`config.mk`:
```
export PLATFORM = sky130hd
export DESIGN_NAME = pds_top
export DESIGN_NICKNAME = d
export VERILOG_FILES = /design/src/hdl/pds_gain_limit.v /design/src/hdl/pds_top.v /design/src/hdl/pds_window.v
export VERILOG_INCLUDE_DIRS = /design/src /design/src/hdl
export SDC_FILE = /design/constraint.sdc
export NUM_CORES = 1
export LEC_CHECK = 0
export BUFFER_PORTS_ARGS = -buffer_cell sky130_fd_sc_hd__buf_2
export CAP_MARGIN = 0
export CORE_MARGIN = 5
export CORE_UTILIZATION = 30
export DETAILED_ROUTE_END_ITERATION = 16
export HOLD_SLACK_MARGIN = 0.05
export PLACE_DENSITY = 0.61
export SYNTH_ARGS = -nofsm -noshare
export SYNTH_HDL_FRONTEND = slang
export SYNTH_SLANG_ARGS = --single-unit
```
`constraint.sdc`:
```
create_clock -name CLK_SYS_IN -period 1.95 [get_ports CLK_SYS_IN]
set_clock_uncertainty 0.1 [all_clocks]
set_input_delay 0.195 -clock CLK_SYS_IN [delete_from_list [all_inputs] [get_ports CLK_SYS_IN]]
set_output_delay 0.195 -clock CLK_SYS_IN [all_outputs]
set_load 0.02 [all_outputs]
```
`src/hdl/pds_regs.vh`:
```
// Register map, field positions, reset values and limits of the pixel
// bit-window shift stage. Assumes inclusion by every design file.
`ifndef PDS_REGS_VH
`define PDS_REGS_VH

// -----------------------------------------------------------------------
// Register byte offsets
// -----------------------------------------------------------------------
`define PDS_CTRL_OFF      12'h000
`define PDS_LIMIT_OFF     12'h004
`define PDS_GAIN_OFF      12'h008
`define PDS_STATUS_OFF    12'h00c

// -----------------------------------------------------------------------
// Field positions and widths
// -----------------------------------------------------------------------
`define PDS_CTRL_SHIFT_LSB   0
`define PDS_CTRL_SHIFT_W     3
`define PDS_CTRL_FMT8_BIT    4
`define PDS_LIMIT_FLAG_BIT   0
`define PDS_LIMIT_SEL_LSB    4
`define PDS_LIMIT_SEL_W      2
`define PDS_SEL_GAIN         2'h1
`define PDS_GAIN_W           16

// -----------------------------------------------------------------------
// Reset values and bounds
// -----------------------------------------------------------------------
`define PDS_CTRL_RST      32'h0000_0000
`define PDS_LIMIT_RST     32'h0000_0000
`define PDS_GAIN_RST      16'h0000
`define PDS_SHIFT_MAX     3'h4
`define PDS_GAIN_MAX      16'sh00ff
`define PDS_GAIN_MIN_REG  16'sh0000
`define PDS_GAIN_MIN_EXT  16'sh8000

`endif

```
`src/hdl/pds_gain_limit.v`:
```
// Gain parameter store whose lower bound depends on limit removal.
// Assumes writes arrive as a one-cycle strobe with signed data.
`timescale 1ns/10ps
`include "pds_regs.vh"

module pds_gain_limit (
	// Clock and reset.
	input  wire        clk_in,
	input  wire        rst_b_in,
	// Write request and limit control.
	input  wire        wr_in,
	input  wire [15:0] wdata_in,
	input  wire        relax_in,
	// Stored gain.
	output reg  [15:0] gain_out
);

	// Clamp to the register floor only when not relaxed; the ceiling never moves.
	function [15:0] clamp;
		input [15:0] v;
		input        relax;
		begin
			if ($signed(v) > $signed(`PDS_GAIN_MAX)) begin
				clamp = `PDS_GAIN_MAX;
			end else if (!relax && $signed(v) < $signed(`PDS_GAIN_MIN_REG)) begin
				clamp = `PDS_GAIN_MIN_REG;
			end else begin
				clamp = v;
			end
		end
	endfunction

	// Written values clamp at write time; restoring limits re-clamps.
	always @(posedge clk_in or negedge rst_b_in) begin
		if (!rst_b_in) begin
			gain_out <= `PDS_GAIN_RST;
		end else if (wr_in) begin
			gain_out <= clamp(wdata_in, relax_in);
		end else begin
			gain_out <= clamp(gain_out, relax_in);
		end
	end

endmodule // pds_gain_limit

```
`src/hdl/pds_top.v`:
```
// Pixel bit-window shift stage with APB registers and gain limit control.
// Assumes samples and frame start synchronous to CLK_SYS_IN.
//
// Register access over APB and the address map are this design's own decisions.
`timescale 1ns/10ps
`include "pds_regs.vh"

module pds_top #(
	parameter ADC_W = 12
) (
	// Clock and reset.
	input  wire             CLK_SYS_IN,
	input  wire             RST_B_IN,
	// APB slave.
	input  wire             PSEL_IN,
	input  wire             PENABLE_IN,
	input  wire             PWRITE_IN,
	input  wire [11:0]      PADDR_IN,
	input  wire [31:0]      PWDATA_IN,
	output wire             PREADY_OUT,
	output wire             PSLVERR_OUT,
	output reg  [31:0]      PRDATA_OUT,
	// Sample stream.
	input  wire             FRAME_START_IN,
	input  wire             SAMPLE_VALID_IN,
	input  wire [ADC_W-1:0] SAMPLE_IN,
	// Pixel stream.
	output reg              PIXEL_VALID_OUT,
	output reg  [ADC_W-1:0] PIXEL_OUT,
	output reg              PIXEL_FMT8_OUT,
	// Gain towards the amplifier.
	output wire [15:0]      GAIN_OUT
);

	// -------------------------------------------------------------------
	// Register state
	// -------------------------------------------------------------------
	reg  [2:0]       shift_sw_q;
	reg              fmt8_sw_q;
	reg  [2:0]       shift_act_q;
	reg              fmt8_act_q;
	reg  [1:0]       limit_target_select_q;
	reg              limit_removal_flag_q;
	wire             wr_en;
	wire             rd_en;
	wire             addr_ok;
	wire             relax;
	wire [ADC_W-1:0] pixel_d;
	reg  [31:0]      rdata_d;

	// Single-cycle access phase keeps the slave simple.
	assign PREADY_OUT  = 1'b1;
	assign addr_ok     = (PADDR_IN == `PDS_CTRL_OFF) ||
	                     (PADDR_IN == `PDS_LIMIT_OFF) ||
	                     (PADDR_IN == `PDS_GAIN_OFF) ||
	                     (PADDR_IN == `PDS_STATUS_OFF);
	assign PSLVERR_OUT = PSEL_IN & PENABLE_IN & ~addr_ok;
	assign wr_en       = PSEL_IN & PENABLE_IN & PWRITE_IN;
	assign rd_en       = PSEL_IN & PENABLE_IN & ~PWRITE_IN;

	// Removal applies only when the selector names the gain.
	assign relax = limit_removal_flag_q &&
	               (limit_target_select_q == `PDS_SEL_GAIN);

	// -------------------------------------------------------------------
	// Software-written registers
	// -------------------------------------------------------------------

	// Shift settings above four are held at four, the largest shift.
	always @(posedge CLK_SYS_IN or negedge RST_B_IN) begin
		if (!RST_B_IN) begin
			shift_sw_q            <= 3'h0;
			fmt8_sw_q             <= 1'b0;
			limit_target_select_q <= 2'h0;
			limit_removal_flag_q  <= 1'b0;
		end else if (wr_en) begin
			if (PADDR_IN == `PDS_CTRL_OFF) begin
				fmt8_sw_q <= PWDATA_IN[`PDS_CTRL_FMT8_BIT];
				if (PWDATA_IN[2:0] > `PDS_SHIFT_MAX) begin
					shift_sw_q <= `PDS_SHIFT_MAX;
				end else begin
					shift_sw_q <= PWDATA_IN[2:0];
				end
			end
			if (PADDR_IN == `PDS_LIMIT_OFF) begin
				limit_removal_flag_q  <= PWDATA_IN[`PDS_LIMIT_FLAG_BIT];
				limit_target_select_q <= PWDATA_IN[5:4];
			end
		end
	end

	// -------------------------------------------------------------------
	// Frame-boundary latch of the active configuration
	// -------------------------------------------------------------------

	// Mid-frame changes wait so one frame never mixes two windows.
	always @(posedge CLK_SYS_IN or negedge RST_B_IN) begin
		if (!RST_B_IN) begin
			shift_act_q <= 3'h0;
			fmt8_act_q  <= 1'b0;
		end else if (FRAME_START_IN) begin
			shift_act_q <= shift_sw_q;
			fmt8_act_q  <= fmt8_sw_q;
		end
	end

	// -------------------------------------------------------------------
	// Datapath
	// -------------------------------------------------------------------

	// Unsaturated eight-bit cases take the top byte of the shifted word; saturated ones give 8'hff.
	pds_window #(
		.ADC_W     (ADC_W)
	) u_window (
		.sample_in (SAMPLE_IN),
		.shift_in  (shift_act_q),
		.fmt8_in   (fmt8_act_q),
		.pixel_out (pixel_d)
	);

	// One register stage; the format flag travels with each pixel.
	always @(posedge CLK_SYS_IN or negedge RST_B_IN) begin
		if (!RST_B_IN) begin
			PIXEL_VALID_OUT <= 1'b0;
			PIXEL_OUT       <= {ADC_W{1'b0}};
			PIXEL_FMT8_OUT  <= 1'b0;
		end else begin
			PIXEL_VALID_OUT <= SAMPLE_VALID_IN;
			if (SAMPLE_VALID_IN) begin
				PIXEL_OUT      <= pixel_d;
				PIXEL_FMT8_OUT <= fmt8_act_q;
			end
		end
	end

	// -------------------------------------------------------------------
	// Gain store
	// -------------------------------------------------------------------
	pds_gain_limit u_gain (
		.clk_in   (CLK_SYS_IN),
		.rst_b_in (RST_B_IN),
		.wr_in    (wr_en && (PADDR_IN == `PDS_GAIN_OFF)),
		.wdata_in (PWDATA_IN[15:0]),
		.relax_in (relax),
		.gain_out (GAIN_OUT)
	);

	// -------------------------------------------------------------------
	// Read path
	// -------------------------------------------------------------------

	// Status shows the configuration actually applied this frame.
	always @* begin
		rdata_d = 32'h0000_0000;
		case (PADDR_IN)
			`PDS_CTRL_OFF: begin
				rdata_d[2:0] = shift_sw_q;
				rdata_d[4]   = fmt8_sw_q;
			end
			`PDS_LIMIT_OFF: begin
				rdata_d[0]   = limit_removal_flag_q;
				rdata_d[5:4] = limit_target_select_q;
			end
			`PDS_GAIN_OFF: begin
				rdata_d[15:0] = GAIN_OUT;
			end
			`PDS_STATUS_OFF: begin
				rdata_d[2:0] = shift_act_q;
				rdata_d[4]   = fmt8_act_q;
				rdata_d[8]   = relax;
			end
			default: begin
				rdata_d = 32'h0000_0000;
			end
		endcase
	end

	// Read data is registered during the setup phase, ready at access.
	always @(posedge CLK_SYS_IN or negedge RST_B_IN) begin
		if (!RST_B_IN) begin
			PRDATA_OUT <= 32'h0000_0000;
		end else if (PSEL_IN && !PENABLE_IN && !PWRITE_IN) begin
			PRDATA_OUT <= rdata_d;
		end
	end

endmodule // pds_top

```
`src/hdl/pds_window.v`:
```
// Combinational bit-window selector with saturation for one sample.
// Assumes a 12-bit sample and a shift already limited to 0..4.
`timescale 1ns/10ps
`include "pds_regs.vh"

module pds_window #(
	parameter ADC_W = 12
) (
	// Sample and configuration.
	input  wire [ADC_W-1:0] sample_in,
	input  wire [2:0]       shift_in,
	input  wire             fmt8_in,
	// Selected pixel, low bits hold the 8-bit form.
	output reg  [ADC_W-1:0] pixel_out
);

	reg [ADC_W-1:0] shifted;
	reg             over;
	reg [ADC_W-1:0] upper_mask;

	// Shift left, then test the bits pushed out for saturation.
	always @* begin
		shifted    = sample_in << shift_in;
		upper_mask = ~({ADC_W{1'b1}} >> shift_in);
		over       = |(sample_in & upper_mask);
		if (over) begin
			pixel_out = {ADC_W{1'b1}};
		end else if (fmt8_in) begin
			// The 8-bit view is the top byte of the shifted word.
			pixel_out = {4'h0, shifted[ADC_W-1:ADC_W-8]};
		end else begin
			pixel_out = shifted;
		end
		if (over && fmt8_in) begin
			pixel_out = {4'h0, 8'hff};
		end
	end

endmodule // pds_window
```
==> impl_table.tex, run 1 <==
\begin{tabular}{lr}
\hline
Metric & Value \\
\hline
\multicolumn{2}{l}{\textbf{Run status}} \\
Status & complete, no violations \\
\multicolumn{2}{l}{\textbf{Floorplanning}} \\
Die outline height & 112.7 um \\
Core area & 10320 um2 \\
Number of top-level pins & 127 \\
Number of placement rows & 37 \\
Initial standard-cell utilization of the core & 0.3066 \\
Die W & 112.7 um \\
Die area & 12710 um2 \\
\multicolumn{2}{l}{\textbf{GRT}} \\
Via count of the first global-routing pass & 3027 \\
Global-route wire length before repair & 15.31 mm \\
Largest net degree at the start of global routing & 58 \\
Tot GR Track Use & 0.1477 \\
Antenna violations before repair & 0 \\
GRT overflow & 0 \\
\multicolumn{2}{l}{\textbf{Clock network}} \\
Deepest level of the CTS H-tree & 3 \\
Insertion delay to the later sink of the worst-skew pair & 0.34 ns \\
Number of clock buffers inserted by TritonCTS & 9 \\
Number of clock sinks & 57 \\
Clock tree root buffer cell & sky130\_fd\_sc\_hd\_\_clkbuf\_8 \\
Clock tree from TritonCTS & yes \\
Clock transition at path regs & 0.07 ns \\
Number of setup buffers added after CTS & 0 \\
Maximum buffer depth of the clock tree & 2 \\
\multicolumn{2}{l}{\textbf{STA}} \\
Pins Over Slew Limit & 0 \\
Ratio of final minimum period to clock period & 0.9461 \\
Min cycle time layout & 1.845 ns \\
Fin worst setup slack & 0.1051 ns \\
Worst slew margin & 0.5385 \\
Maximum clock frequency & 542.0 MHz \\
Setup violations, final & 0 \\
Worst hold slack & 0.07547 ns \\
Setup TNS & 0 ns \\
Worst Max-Slew Pin Slew & 0.6923 ns \\
Final hold vios & 0 \\
Unrepaired setup endpoints after global routing & false \\
\multicolumn{2}{l}{\textbf{Placement}} \\
DPL Wire Length & 6.856 mm \\
Cell Area, Placed & 3840 um2 \\
Number of input and output port buffers inserted & 93 \\
Final GP Congestion & 0.8968 \\
Setup Slack @ Placement & 0.009486 ns \\
\multicolumn{2}{l}{\textbf{Critical path}} \\
Data arrival time of the worst path & 1.97 ns \\
Cell class contributing the biggest share of worst-path delay & compound AO/OA/AOI/OAI gates \\
Kind of critical path & flip-flop to flip-flop \\
Endpoint type of the worst setup path & flip-flop \\
Max stage delay on crit path & 0.45 ns \\
Most common cell on crit path & sky130\_fd\_sc\_hd\_\_buf\_4 \\
Nature of the critical path startpoint & flip-flop \\
Worst path cell trace & buf\_4 > nor3\_1 > o21ai\_1 > o2bb2ai\_1 > buf\_4 > o32a\_1 \\
Slowest library cell on the worst path & sky130\_fd\_sc\_hd\_\_dfrtp\_2 \\
Buffers plus inverters on the worst setup path & 2 \\
Req. time, crit path & 2.08 ns \\
Largest fanout on the critical path & 9 \\
\multicolumn{2}{l}{\textbf{Power and ir drop}} \\
Leak Pwr & 2.008 nW \\
P\_int & 2.226 mW \\
Max IR drop VDD & 0.3485 mV \\
Pwr/cell area & 686.0 nW/um2 \\
Power share of the clock group & 0.467 \\
Relative contribution of sequential cells to total power & 0.415 \\
Reported net switching power & 714.2 uW \\
Proportion of total power due to net switching & 0.2429 \\
Part of the total power dissipated in combinational logic & 0.118 \\
\multicolumn{2}{l}{\textbf{Logic synthesis}} \\
Synthesized area divided by synthesized cell count & 9.651 um2 \\
Cell area after synthesis & 3166 um2 \\
Most frequently used flop master after synthesis & sky130\_fd\_sc\_hd\_\_dfrtp\_1 \\
Top cell type by total area after synthesis & sky130\_fd\_sc\_hd\_\_dfrtp\_1 \\
Synth async-reset ratio & 1.000 \\
Yosys warnings & 0 \\
Register bit total from synthesis & 57 \\
Top cells by area in the synthesized netlist & sky130\_fd\_sc\_hd\_\_dfrtp\_1, sky130\_fd\_sc\_hd\_\_nand2\_1, sky130\_fd\_sc\_hd\_\_mux4\_2 \\
Yosys top cell area share & 0.4506 \\
Number of unique standard cell types used by synthesis & 49 \\
Number of enable-type register cells in the synthesized netlist & 0 \\
Synthesized netlist cell count & 328 \\
Sequential fraction of the synthesis area & 0.4506 \\
\multicolumn{2}{l}{\textbf{Drt}} \\
DRC marker count from the first detailed-route iteration & 205 \\
Remaining design rule violation count & 0 \\
Routed WL & 9.242 mm \\
Vias per inst & 4.998 \\
Post-DRT Antenna Nets & 0 \\
Per-cell routed wire length & 15.61 um \\
DR vias & 2959 \\
First-pass DRT Iterations & 4 \\
\multicolumn{2}{l}{\textbf{Cells and area}} \\
Leading cell type in the layout, fill and taps excluded & sky130\_fd\_sc\_hd\_\_buf\_2 \\
Area overhead of the layout relative to synthesis & 35.41\% \\
Final core utilization & 0.4152 \\
\# fillers & 1009 \\
Most frequent cells in the layout & sky130\_fd\_sc\_hd\_\_buf\_2, sky130\_fd\_sc\_hd\_\_dfrtp\_1, sky130\_fd\_sc\_hd\_\_nand2\_1 \\
Fraction of layout instances using a drive strength above 1 & 0.3333 \\
Antenna diode count & 0 \\
Area of all placed cells without fillers & 4287 um2 \\
Final Net Count & 514 \\
\multicolumn{2}{l}{\textbf{Run}} \\
Max-capacitance violation count & 0 \\
\multicolumn{2}{l}{\textbf{Worst hold path}} \\
Min-delay worst type & primary input to flip-flop \\
\hline
\end{tabular}
[what timing repair did]
action	4_1_cts	5_1_grt
hold buffers	19	0
setup endpoints to repair	0	7
gates resized for setup	0	5
endpoints found under the hold margin	80	0
[area by class of cell]
type	count	area, um2	share of cell area
Timing Repair Buffer	134	845.8	0.1973
Sequential cell	57	1429	0.3333
Tap cell	136	170.2	0.03970
Inverter	5	18.77	0.004378
Clock inverter	5	102.6	0.02393
Clock buffer	11	141.4	0.03298
Multi-Input combinational cell	244	1579	0.3684
[sequential cells by signal, summed over array words and instances (netlist names)]
register and flops:
PRDATA_OUT 16, u_gain.gain_out 16, PIXEL_OUT 12, shift_act_q 3, shift_sw_q 3, limit_target_select_q 2, PIXEL_FMT8_OUT 1, PIXEL_VALID_OUT 1
fmt8_act_q 1, fmt8_sw_q 1, limit_removal_flag_q 1
[worst paths after layout]
check	startpoint	endpoint	slack, ns	cells past startpoint
min reg2reg	PRDATA_OUT[1]$_DFFE_PN0P_	PRDATA_OUT[1]$_DFFE_PN0P_	0.38	2
min	PWDATA_IN[15]	u_gain.gain_out[15]$_DFFE_PN0P_	0.08	3
max	shift_act_q[0]$_DFFE_PN0P_	PIXEL_OUT[1]$_DFFE_PN0P_	0.11	6
max reg2reg	shift_act_q[0]$_DFFE_PN0P_	PIXEL_OUT[1]$_DFFE_PN0P_	0.11	6
max in group asynchronous	RST_B_IN	PRDATA_OUT[12]$_DFFE_PN0P_	1.19	3
min in group asynchronous	RST_B_IN	PIXEL_OUT[1]$_DFFE_PN0P_	0.26	3
[power groups by stage]
stage / Combinational [mW] / Sequential, mW / Clock, mW
final: 0.346 / 1.22 / 1.37
after global routing: 0.380 / 1.22 / 1.45
after CTS: 0.346 / 1.22 / 1.41
after detailed placement: 0.315 / 1.24 / 0
after global placement: 0.311 / 1.24 / 0
after floorplan: 0.155 / 1.27 / 0
[synthesized netlist by cell type (all sizes together), types with 2 or more instances]
master	instances
a22o	10
nor3	4
o211ai	9
mux2i	9
buf	21
dfrtp	57
o2bb2ai	5
nor2	22
nand3	17
clkbuf	16
a21oi	27
a31oi	4
inv	5
nor4	5
mux4	7
nand2	43
nand3b	2
mux2	11
nand4	3
nand2b	3
conb	2
o31ai	3
o21ai	24
[worst register-to-register path: stages (launching register included)]
cell and delay [ns]:
sky130_fd_sc_hd__dfrtp_2 0.45, sky130_fd_sc_hd__buf_4 0.19, sky130_fd_sc_hd__nor3_1 0.21, sky130_fd_sc_hd__o21ai_1 0.08, sky130_fd_sc_hd__o2bb2ai_1 0.17, sky130_fd_sc_hd__buf_4 0.19, sky130_fd_sc_hd__o32a_1 0.35
[per-stage QoR]
stage	total power, mW	std cells
after CTS	2.973	592
after global placement	1.553	557
final	2.940	592
after floorplan	1.428	343
after detailed placement	1.558	557
after global routing	3.049	592
[kinds of logic after synthesis]
group,count (synthesis),share of synthesized area
other cells,2,0.002372
buf+inv,42,0.07154
simple gates,109,0.1727
flops,57,0.4506
compound gates,91,0.1830
mux,27,0.1198
[metal layers]
metal  up-vias  global-route usage  routed length (um)  part of all wire
met5         -                   0                   0                 0
met4         0             0.07372                 283             0.031
met3        22             0.03422                 523             0.057
met2       106              0.2192                4350              0.47
met1      1422              0.2018                4086              0.44
li1       1409                   -                   -                 -
Power figures use the tool's default switching activity.
==> run 2, diff against run 1 <==
- ABC_AREA: unset -> 1
- GPL_ROUTABILITY_DRIVEN: unset -> 1
- PLACE_DENSITY: 0.61 -> 0.6
==> run 2 against run 1 <==
Count of clock-buffer cells in the layout is the same. Critical path depth grew 2. First-iteration DRC count grew 11%. Critical path type unchanged. Die area grew 6.0%. Largest power group unchanged. Sequential share of layout area shrank 0.13 points. Clock power grew 15%. Global-route usage shrank 0.30 points. Synthesized cell count grew 40%. Sequential cell count is the same. Maximum frequency grew 11%.
==> impl_table.tex, run 2 <==
\begin{tabular}{lr}
\hline
Metric & Value \\
\hline
\multicolumn{2}{l}{\textbf{Worst hold path}} \\
Min-delay worst type & primary input to flip-flop (unchanged) \\
\multicolumn{2}{l}{\textbf{Cells and area}} \\
Leading cell type in the layout, fill and taps excluded & sky130\_fd\_sc\_hd\_\_nand2\_1 (was sky130\_fd\_sc\_hd\_\_buf\_2) \\
Antenna diode count & 0 (unchanged) \\
Area overhead of the layout relative to synthesis & 27.40\% (was 35.41\%) \\
Most frequent cells in the layout & sky130\_fd\_sc\_hd\_\_nand2\_1, sky130\_fd\_sc\_hd\_\_buf\_2, sky130\_fd\_sc\_hd\_\_nand3\_1 (was sky130\_fd\_sc\_hd\_\_buf\_2, sky130\_fd\_sc\_hd\_\_dfrtp\_1, sky130\_fd\_sc\_hd\_\_nand2\_1) \\
Fraction of layout instances using a drive strength above 1 & 0.2509 (was 0.3333) \\
Final Net Count & 624 (was 514) \\
Number of cells in the finished layout apart from fillers & 706 (was 592) \\
Area of all placed cells without fillers & 4299 um2 (was 4287 um2) \\
Top Registers & PRDATA\_OUT x16, u\_gain.gain\_out x16, PIXEL\_OUT x12 (unchanged) \\
\multicolumn{2}{l}{\textbf{Logic synthesis}} \\
Most frequently used flop master after synthesis & sky130\_fd\_sc\_hd\_\_dfrtp\_1 (unchanged) \\
Synth async-reset ratio & 1.000 (unchanged) \\
Most common library cells after synthesis & sky130\_fd\_sc\_hd\_\_nand2\_1, sky130\_fd\_sc\_hd\_\_nand3\_1, sky130\_fd\_sc\_hd\_\_dfrtp\_1 (was sky130\_fd\_sc\_hd\_\_dfrtp\_1, sky130\_fd\_sc\_hd\_\_nand2\_1, sky130\_fd\_sc\_hd\_\_a21oi\_1) \\
Number of enable-type register cells in the synthesized netlist & 0 (unchanged) \\
Cell area after synthesis & 3374 um2 (was 3166 um2) \\
Count leader, synth & sky130\_fd\_sc\_hd\_\_nand2\_1 (was sky130\_fd\_sc\_hd\_\_dfrtp\_1) \\
Register bit total from synthesis & 57 (unchanged) \\
Yosys warnings & 0 (unchanged) \\
Yosys top cell area share & 0.4227 (was 0.4506) \\
Top cell type by total area after synthesis & sky130\_fd\_sc\_hd\_\_dfrtp\_1 (unchanged) \\
Sequential fraction of the synthesis area & 0.4227 (was 0.4506) \\
Number of unique standard cell types used by synthesis & 32 (was 49) \\
Synthesized area divided by synthesized cell count & 7.352 um2 (was 9.651 um2) \\
Top cells by area in the synthesized netlist & sky130\_fd\_sc\_hd\_\_dfrtp\_1, sky130\_fd\_sc\_hd\_\_nand2\_1, sky130\_fd\_sc\_hd\_\_nand3\_1 (was sky130\_fd\_sc\_hd\_\_dfrtp\_1, sky130\_fd\_sc\_hd\_\_nand2\_1, sky130\_fd\_sc\_hd\_\_mux4\_2) \\
Synthesized netlist cell count & 459 (was 328) \\
\multicolumn{2}{l}{\textbf{STA}} \\
Fin worst setup slack & 0.2931 ns (was 0.1051 ns) \\
Setup TNS & 0 ns (unchanged) \\
Final hold vios & 0 (unchanged) \\
Worst slew margin & 0.6076 (was 0.5385) \\
Unrepaired setup endpoints after global routing & false (unchanged) \\
Min cycle time layout & 1.657 ns (was 1.845 ns) \\
Worst Max-Slew Pin Slew & 0.5879 ns (was 0.6923 ns) \\
Pins Over Slew Limit & 0 (unchanged) \\
Setup violations, final & 0 (unchanged) \\
Maximum clock frequency & 603.6 MHz (was 542.0 MHz) \\
Ratio of final minimum period to clock period & 0.8497 (was 0.9461) \\
\multicolumn{2}{l}{\textbf{Clock network}} \\
Deepest level of the CTS H-tree & 3 (unchanged) \\
Clock transition at path regs & 0.05 ns (was 0.07 ns) \\
Clock tree from TritonCTS & yes (unchanged) \\
Maximum buffer depth of the clock tree & 2 (unchanged) \\
Insertion delay to the later sink of the worst-skew pair & 0.32 ns (was 0.34 ns) \\
Clock tree root buffer cell & sky130\_fd\_sc\_hd\_\_clkbuf\_16 (was sky130\_fd\_sc\_hd\_\_clkbuf\_8) \\
Number of clock sinks & 57 (unchanged) \\
Number of clock buffers inserted by TritonCTS & 9 (unchanged) \\
\multicolumn{2}{l}{\textbf{GRT}} \\
Tot GR Track Use & 0.1447 (was 0.1477) \\
Antenna violations before repair & 0 (unchanged) \\
GRT overflow & 0 (unchanged) \\
Global-route wire length before repair & 15.41 mm (was 15.31 mm) \\
Via count of the first global-routing pass & 3096 (was 3027) \\
Largest net degree at the start of global routing & 28 (was 58) \\
\multicolumn{2}{l}{\textbf{Power and ir drop}} \\
P\_int & 2.403 mW (was 2.226 mW) \\
Leak Pwr & 2.337 nW (was 2.008 nW) \\
Max IR drop VDD & 0.3888 mV (was 0.3485 mV) \\
Pwr/cell area & 749.4 nW/um2 (was 686.0 nW/um2) \\
Reported net switching power & 818.6 uW (was 714.2 uW) \\
Proportion of total power due to net switching & 0.2541 (was 0.2429) \\
Part of the total power dissipated in combinational logic & 0.119 (was 0.118) \\
Relative contribution of sequential cells to total power & 0.389 (was 0.415) \\
Power share of the clock group & 0.492 (was 0.467) \\
\multicolumn{2}{l}{\textbf{Floorplanning}} \\
Number of placement rows & 38 (was 37) \\
Die area & 13470 um2 (was 12710 um2) \\
Core area & 10940 um2 (was 10320 um2) \\
Die outline height & 116.1 um (was 112.7 um) \\
Number of top-level pins & 127 (unchanged) \\
Die W & 116.1 um (was 112.7 um) \\
Initial standard-cell utilization of the core & 0.3086 (was 0.3066) \\
\multicolumn{2}{l}{\textbf{Placement}} \\
Number of instances in the placed design & 683 (was 557) \\
Number of input and output port buffers inserted & 93 (unchanged) \\
Setup Slack @ Placement & 0.2237 ns (was 0.009486 ns) \\
Final GP Congestion & 0.8643 (was 0.8968) \\
DPL Wire Length & 7.483 mm (was 6.856 mm) \\
Cell Area, Placed & 3921 um2 (was 3840 um2) \\
\multicolumn{2}{l}{\textbf{Drt}} \\
DRC marker count from the first detailed-route iteration & 227 (was 205) \\
Vias per inst & 4.684 (was 4.998) \\
Remaining design rule violation count & 0 (unchanged) \\
Per-cell routed wire length & 13.70 um (was 15.61 um) \\
Post-DRT Antenna Nets & 0 (unchanged) \\
First-pass DRT Iterations & 6 (was 4) \\
DR vias & 3307 (was 2959) \\
Routed WL & 9.671 mm (was 9.242 mm) \\
\multicolumn{2}{l}{\textbf{Critical path}} \\
Largest fanout on the critical path & 10 (was 9) \\
Kind of critical path & flip-flop to flip-flop (unchanged) \\
Data arrival time of the worst path & 1.77 ns (was 1.97 ns) \\
Endpoint type of the worst setup path & flip-flop (unchanged) \\
Req. time, crit path & 2.06 ns (was 2.08 ns) \\
Nature of the critical path startpoint & flip-flop (unchanged) \\
\multicolumn{2}{l}{\textbf{Run status}} \\
Status & complete, no violations (unchanged) \\
\multicolumn{2}{l}{\textbf{Run}} \\
Max-capacitance violation count & 0 (unchanged) \\
\hline
\end{tabular}
==> run 2: changes by cell type after synthesis, moves of 10 or more <==
cell and change:
sky130_fd_sc_hd__a21oi_1 -21, sky130_fd_sc_hd__inv_1 +22, sky130_fd_sc_hd__nand2_1 +106, sky130_fd_sc_hd__nand3_1 +54, sky130_fd_sc_hd__nor2_1 +13, sky130_fd_sc_hd__a22o_1 -10
sky130_fd_sc_hd__o21ai_0 +18, sky130_fd_sc_hd__clkbuf_1 -13
==> run 2: through the flow <==
step                  util  hold slack [ns]  total power [mW]
finish              0.3931          0.05454             3.222
global route        0.3931          0.07293             3.372
CTS                 0.3930          0.05253             3.265
detailed placement  0.3586          0.08580             1.648
global placement    0.3586          0.07370             1.641
floorplan                -          -0.2006             1.499
==> run 2: worst max-delay path, stage by stage (launching register included) <==
cell and delay (ns):
sky130_fd_sc_hd__dfrtp_1 0.49, sky130_fd_sc_hd__inv_1 0.22, sky130_fd_sc_hd__nand2_1 0.09, sky130_fd_sc_hd__o21ai_2 0.06, sky130_fd_sc_hd__nand3_2 0.19, sky130_fd_sc_hd__inv_1 0.17, sky130_fd_sc_hd__nand2_1 0.07, sky130_fd_sc_hd__nor2_1 0.10
sky130_fd_sc_hd__nor2_1 0.04
==> run 2: power by group through the flow <==
stage                     Clock [mW]  Combinational (mW)  Sequential, mW
after floorplan                    0               0.182            1.32
after global placement             0               0.371            1.27
after detailed placement           0               0.376            1.27
after CTS                       1.62               0.389            1.25
after global routing            1.69               0.431            1.26
final                           1.58               0.385            1.25
==> run 2: per-layer routing <==
layer	wire [um]	global-route usage
met4	150	0.04331
met5	0	0
met1	4497	0.2059
met2	4466	0.2213
met3	556	0.03081
==> run 2: worst paths after layout <==
kind | from | end | slack (ns) | depth (start not counted)
min | PWDATA_IN[9] | u_gain.gain_out[9]$_DFFE_PN0P_ | 0.05 | 3
min reg2reg | PRDATA_OUT[8]$_DFFE_PN0P_ | PRDATA_OUT[8]$_DFFE_PN0P_ | 0.37 | 2
max reg2reg | shift_act_q[2]$_DFFE_PN0P_ | PIXEL_OUT[4]$_DFFE_PN0P_ | 0.29 | 8
min in group asynchronous | RST_B_IN | PIXEL_FMT8_OUT$_DFFE_PN0P_ | 0.27 | 2
max | shift_act_q[2]$_DFFE_PN0P_ | PIXEL_OUT[4]$_DFFE_PN0P_ | 0.29 | 8
max in group asynchronous | RST_B_IN | limit_target_select_q[0]$_DFFE_PN0P_ | 0.94 | 3
==> run 2: timing repair <==
action	4_1_cts	5_1_grt
endpoints found under the hold margin	24	0
hold buffers	7	0
resized for setup	0	1
endpoints found under the setup margin	0	1
setup buffers	0	0
==> run 2: cell families after synthesis <==
kind of cell           share of synthesized area
AND/OR/NAND/NOR                           0.3860
buffers and inverters                    0.09825
flip-flops                                0.4227
AO/OA/AOI/OAI                            0.09084
other                                   0.002226
==> run 2: layout make-up <==
class | instances | area, um2
fill | 1161 | 6636
multi-input combinational | 355 | 1673
sequential | 57 | 1428
timing repair buffer | 107 | 600.6
clock buffer | 11 | 252.7
tap | 140 | 175.2
inverter | 31 | 116.4
clock inverter | 5 | 53.80
==> run 3, diff against run 2 <==
- clock period: 1.95 -> 1.6 ns (I/O delays scaled with it)
==> run 3 against run 2 <==
Sequential power is 22% higher. Sequential cell count unchanged. First-iteration DRC count up 34%. Design area grew 4.9%. Critical path type is now primary input to flip-flop. Largest cell class unchanged.
==> impl_table.tex, run 3 (synthesis results as in run 2) <==
\begin{tabular}{lr}
\hline
Metric & Value \\
\hline
\multicolumn{2}{l}{\textbf{Run status}} \\
Status & complete, no violations (unchanged) \\
\multicolumn{2}{l}{\textbf{Cells and area}} \\
Fraction of layout instances using a drive strength above 1 & 0.2825 (was 0.2509) \\
Top Registers & PRDATA\_OUT x16, u\_gain.gain\_out x16, PIXEL\_OUT x12 (unchanged) \\
Most frequent cells in the layout & sky130\_fd\_sc\_hd\_\_nand2\_1, sky130\_fd\_sc\_hd\_\_buf\_2, sky130\_fd\_sc\_hd\_\_nand3\_1 (unchanged) \\
Leading cell type in the layout, fill and taps excluded & sky130\_fd\_sc\_hd\_\_nand2\_1 (unchanged) \\
Antenna diode count & 0 (unchanged) \\
Final Net Count & 642 (was 624) \\
Area of all placed cells without fillers & 4512 um2 (was 4299 um2) \\
Final core utilization & 0.4126 (was 0.3931) \\
Number of cells in the finished layout apart from fillers & 724 (was 706) \\
Area overhead of the layout relative to synthesis & 33.70\% (was 27.40\%) \\
\multicolumn{2}{l}{\textbf{Power and ir drop}} \\
Proportion of total power due to net switching & 0.2378 (was 0.2541) \\
Part of the total power dissipated in combinational logic & 0.117 (was 0.119) \\
Reported net switching power & 980.8 uW (was 818.6 uW) \\
Pwr/cell area & 914.3 nW/um2 (was 749.4 nW/um2) \\
Power share of the clock group & 0.513 (was 0.492) \\
Max IR drop VDD & 0.5092 mV (was 0.3888 mV) \\
Relative contribution of sequential cells to total power & 0.370 (was 0.389) \\
P\_int & 3.144 mW (was 2.403 mW) \\
Leak Pwr & 2.447 nW (was 2.337 nW) \\
Design Power & 4.125 mW (was 3.222 mW) \\
\multicolumn{2}{l}{\textbf{GRT}} \\
Tot GR Track Use & 0.1426 (was 0.1447) \\
Antenna violations before repair & 0 (unchanged) \\
Global-route wire length before repair & 15.32 mm (was 15.41 mm) \\
GRT overflow & 0 (unchanged) \\
Via count of the first global-routing pass & 3201 (was 3096) \\
Largest net degree at the start of global routing & 46 (was 28) \\
\multicolumn{2}{l}{\textbf{Clock network}} \\
Maximum buffer depth of the clock tree & 2 (unchanged) \\
Number of clock buffers inserted by TritonCTS & 9 (unchanged) \\
Clock transition at path regs & 0.05 ns (about the same) \\
Clock tree from TritonCTS & yes (unchanged) \\
Deepest level of the CTS H-tree & 3 (unchanged) \\
Number of clock sinks & 57 (unchanged) \\
Insertion delay to the later sink of the worst-skew pair & 0.32 ns (about the same) \\
Clock tree root buffer cell & sky130\_fd\_sc\_hd\_\_clkbuf\_16 (unchanged) \\
\multicolumn{2}{l}{\textbf{Placement}} \\
Cell Area, Placed & 4019 um2 (was 3921 um2) \\
Number of instances in the placed design & 696 (was 683) \\
Final GP Congestion & 0.8848 (was 0.8643) \\
Setup Slack @ Placement & 0.02230 ns (was 0.2237 ns) \\
Number of input and output port buffers inserted & 93 (unchanged) \\
DPL Wire Length & 7.588 mm (was 7.483 mm) \\
\multicolumn{2}{l}{\textbf{Drt}} \\
DR top layer & met4 (unchanged) \\
Length of routed met2 wiring & 4.603 mm (was 4.466 mm) \\
Remaining design rule violation count & 0 (unchanged) \\
M1 WL & 4.314 mm (was 4.497 mm) \\
DR WL met3 & 577 um (was 556 um) \\
Routed WL & 9.688 mm (was 9.671 mm) \\
Post-DRT Antenna Nets & 0 (unchanged) \\
DRC marker count from the first detailed-route iteration & 305 (was 227) \\
Vias per inst & 4.714 (was 4.684) \\
Per-cell routed wire length & 13.38 um (was 13.70 um) \\
DR vias & 3413 (was 3307) \\
First-pass DRT Iterations & 5 (was 6) \\
\multicolumn{2}{l}{\textbf{STA}} \\
Worst slew margin & 0.6018 (was 0.6076) \\
Min cycle time layout & 1.533 ns \\
Unrepaired setup endpoints after global routing & false (unchanged) \\
Worst Max-Slew Pin Slew & 0.5966 ns (was 0.5879 ns) \\
Setup TNS & 0 ns (unchanged) \\
Final hold vios & 0 (unchanged) \\
Pins Over Slew Limit & 0 (unchanged) \\
Ratio of final minimum period to clock period & 0.9581 \\
Fin worst setup slack & 0.06698 ns (was 0.2931 ns) \\
Maximum clock frequency & 652.3 MHz \\
Setup violations, final & 0 (unchanged) \\
Worst hold slack & 0.05495 ns (was 0.05454 ns) \\
\multicolumn{2}{l}{\textbf{Worst hold path}} \\
Min-delay worst type & primary input to flip-flop (unchanged) \\
Number of instances on the worst hold path & 3 (unchanged) \\
\multicolumn{2}{l}{\textbf{Critical path}} \\
Endpoint type of the worst setup path & flip-flop (unchanged) \\
Reg-to-reg slack, setup & 0.11 ns (was 0.29 ns) \\
Nature of the critical path startpoint & primary input (was flip-flop) \\
Largest fanout on the critical path & 5 (was 10) \\
Req. time, crit path & 1.68 ns (was 2.06 ns) \\
Number of cell instances on the worst register-to-register path & 9 (was 8) \\
Data arrival time of the worst path & 1.61 ns (was 1.77 ns) \\
Kind of critical path & primary input to flip-flop (was flip-flop to flip-flop) \\
\multicolumn{2}{l}{\textbf{Floorplanning}} \\
Die area & 13470 um2 (unchanged) \\
Core area & 10940 um2 (unchanged) \\
Number of placement rows & 38 (unchanged) \\
Initial standard-cell utilization of the core & 0.3086 (unchanged) \\
Number of top-level pins & 127 (unchanged) \\
Die W & 116.1 um (unchanged) \\
Die outline height & 116.1 um (unchanged) \\
\multicolumn{2}{l}{\textbf{Run}} \\
Max-capacitance violation count & 0 (unchanged) \\
\hline
\end{tabular}
[run 3: timing repair]
item / CTS / global route
gates resized for setup: 0 / 17
hold buffers: 9 / 0
setup buffers: 0 / 3
hold endpoints to repair: 68 / 0
setup endpoints to repair: 0 / 13
[run 3: worst paths after layout]
kind                                                  from                              endpoint
worst max-delay path                         PWDATA_IN[10]        u_gain.gain_out[2]$_DFFE_PN0P_
worst min-delay path                          PWDATA_IN[5]  limit_target_select_q[1]$_DFFE_PN0P_
worst max register to register  shift_act_q[0]$_DFFE_PN0P_              PIXEL_OUT[0]$_DFFE_PN0P_
worst min register to register   PRDATA_OUT[2]$_DFFE_PN0P_             PRDATA_OUT[2]$_DFFE_PN0P_
max in group asynchronous                         RST_B_IN            shift_act_q[1]$_DFFE_PN0P_
min in group asynchronous                         RST_B_IN              PIXEL_OUT[1]$_DFFE_PN0P_
[run 3: critical path, stage by stage]
cell                            delay (ns)
sky130_fd_sc_hd__dlygate4sd3_1        0.55
sky130_fd_sc_hd__buf_2                0.14
sky130_fd_sc_hd__nor2_1               0.10
sky130_fd_sc_hd__nand2_1              0.07
sky130_fd_sc_hd__nor2_1               0.09
sky130_fd_sc_hd__nor2_1               0.08
sky130_fd_sc_hd__buf_4                0.16
sky130_fd_sc_hd__o21ai_0              0.16
sky130_fd_sc_hd__nand3_1              0.11
[run 3: area by class of cell]
type / count / area [um2]
Clock buffer: 12 / 266.5
Clock inverter: 4 / 73.82
Fill cell: 1138 / 6424
Inverter: 31 / 123.9
Multi-Input combinational cell: 355 / 1695
Sequential cell: 57 / 1429
Tap cell: 140 / 175.2
Timing Repair Buffer: 125 / 748.2
[run 3: power by group through the flow]
stage          Sequential [mW]  Combinational, mW  Clock (mW)
6_report                  1.53              0.481        2.12
5_1_grt                   1.53              0.536        2.23
4_1_cts                   1.53              0.482        2.15
3_5_place_dp              1.55              0.463           0
3_3_place_gp              1.55              0.457           0
2_1_floorplan             1.60              0.222           0
[run 3: per-layer routing]
layer  vias up  track usage
met5         -            0
met4         0      0.05878
met3        19      0.02245
met2       123       0.2236
met1      1554       0.1962
li1       1717            -
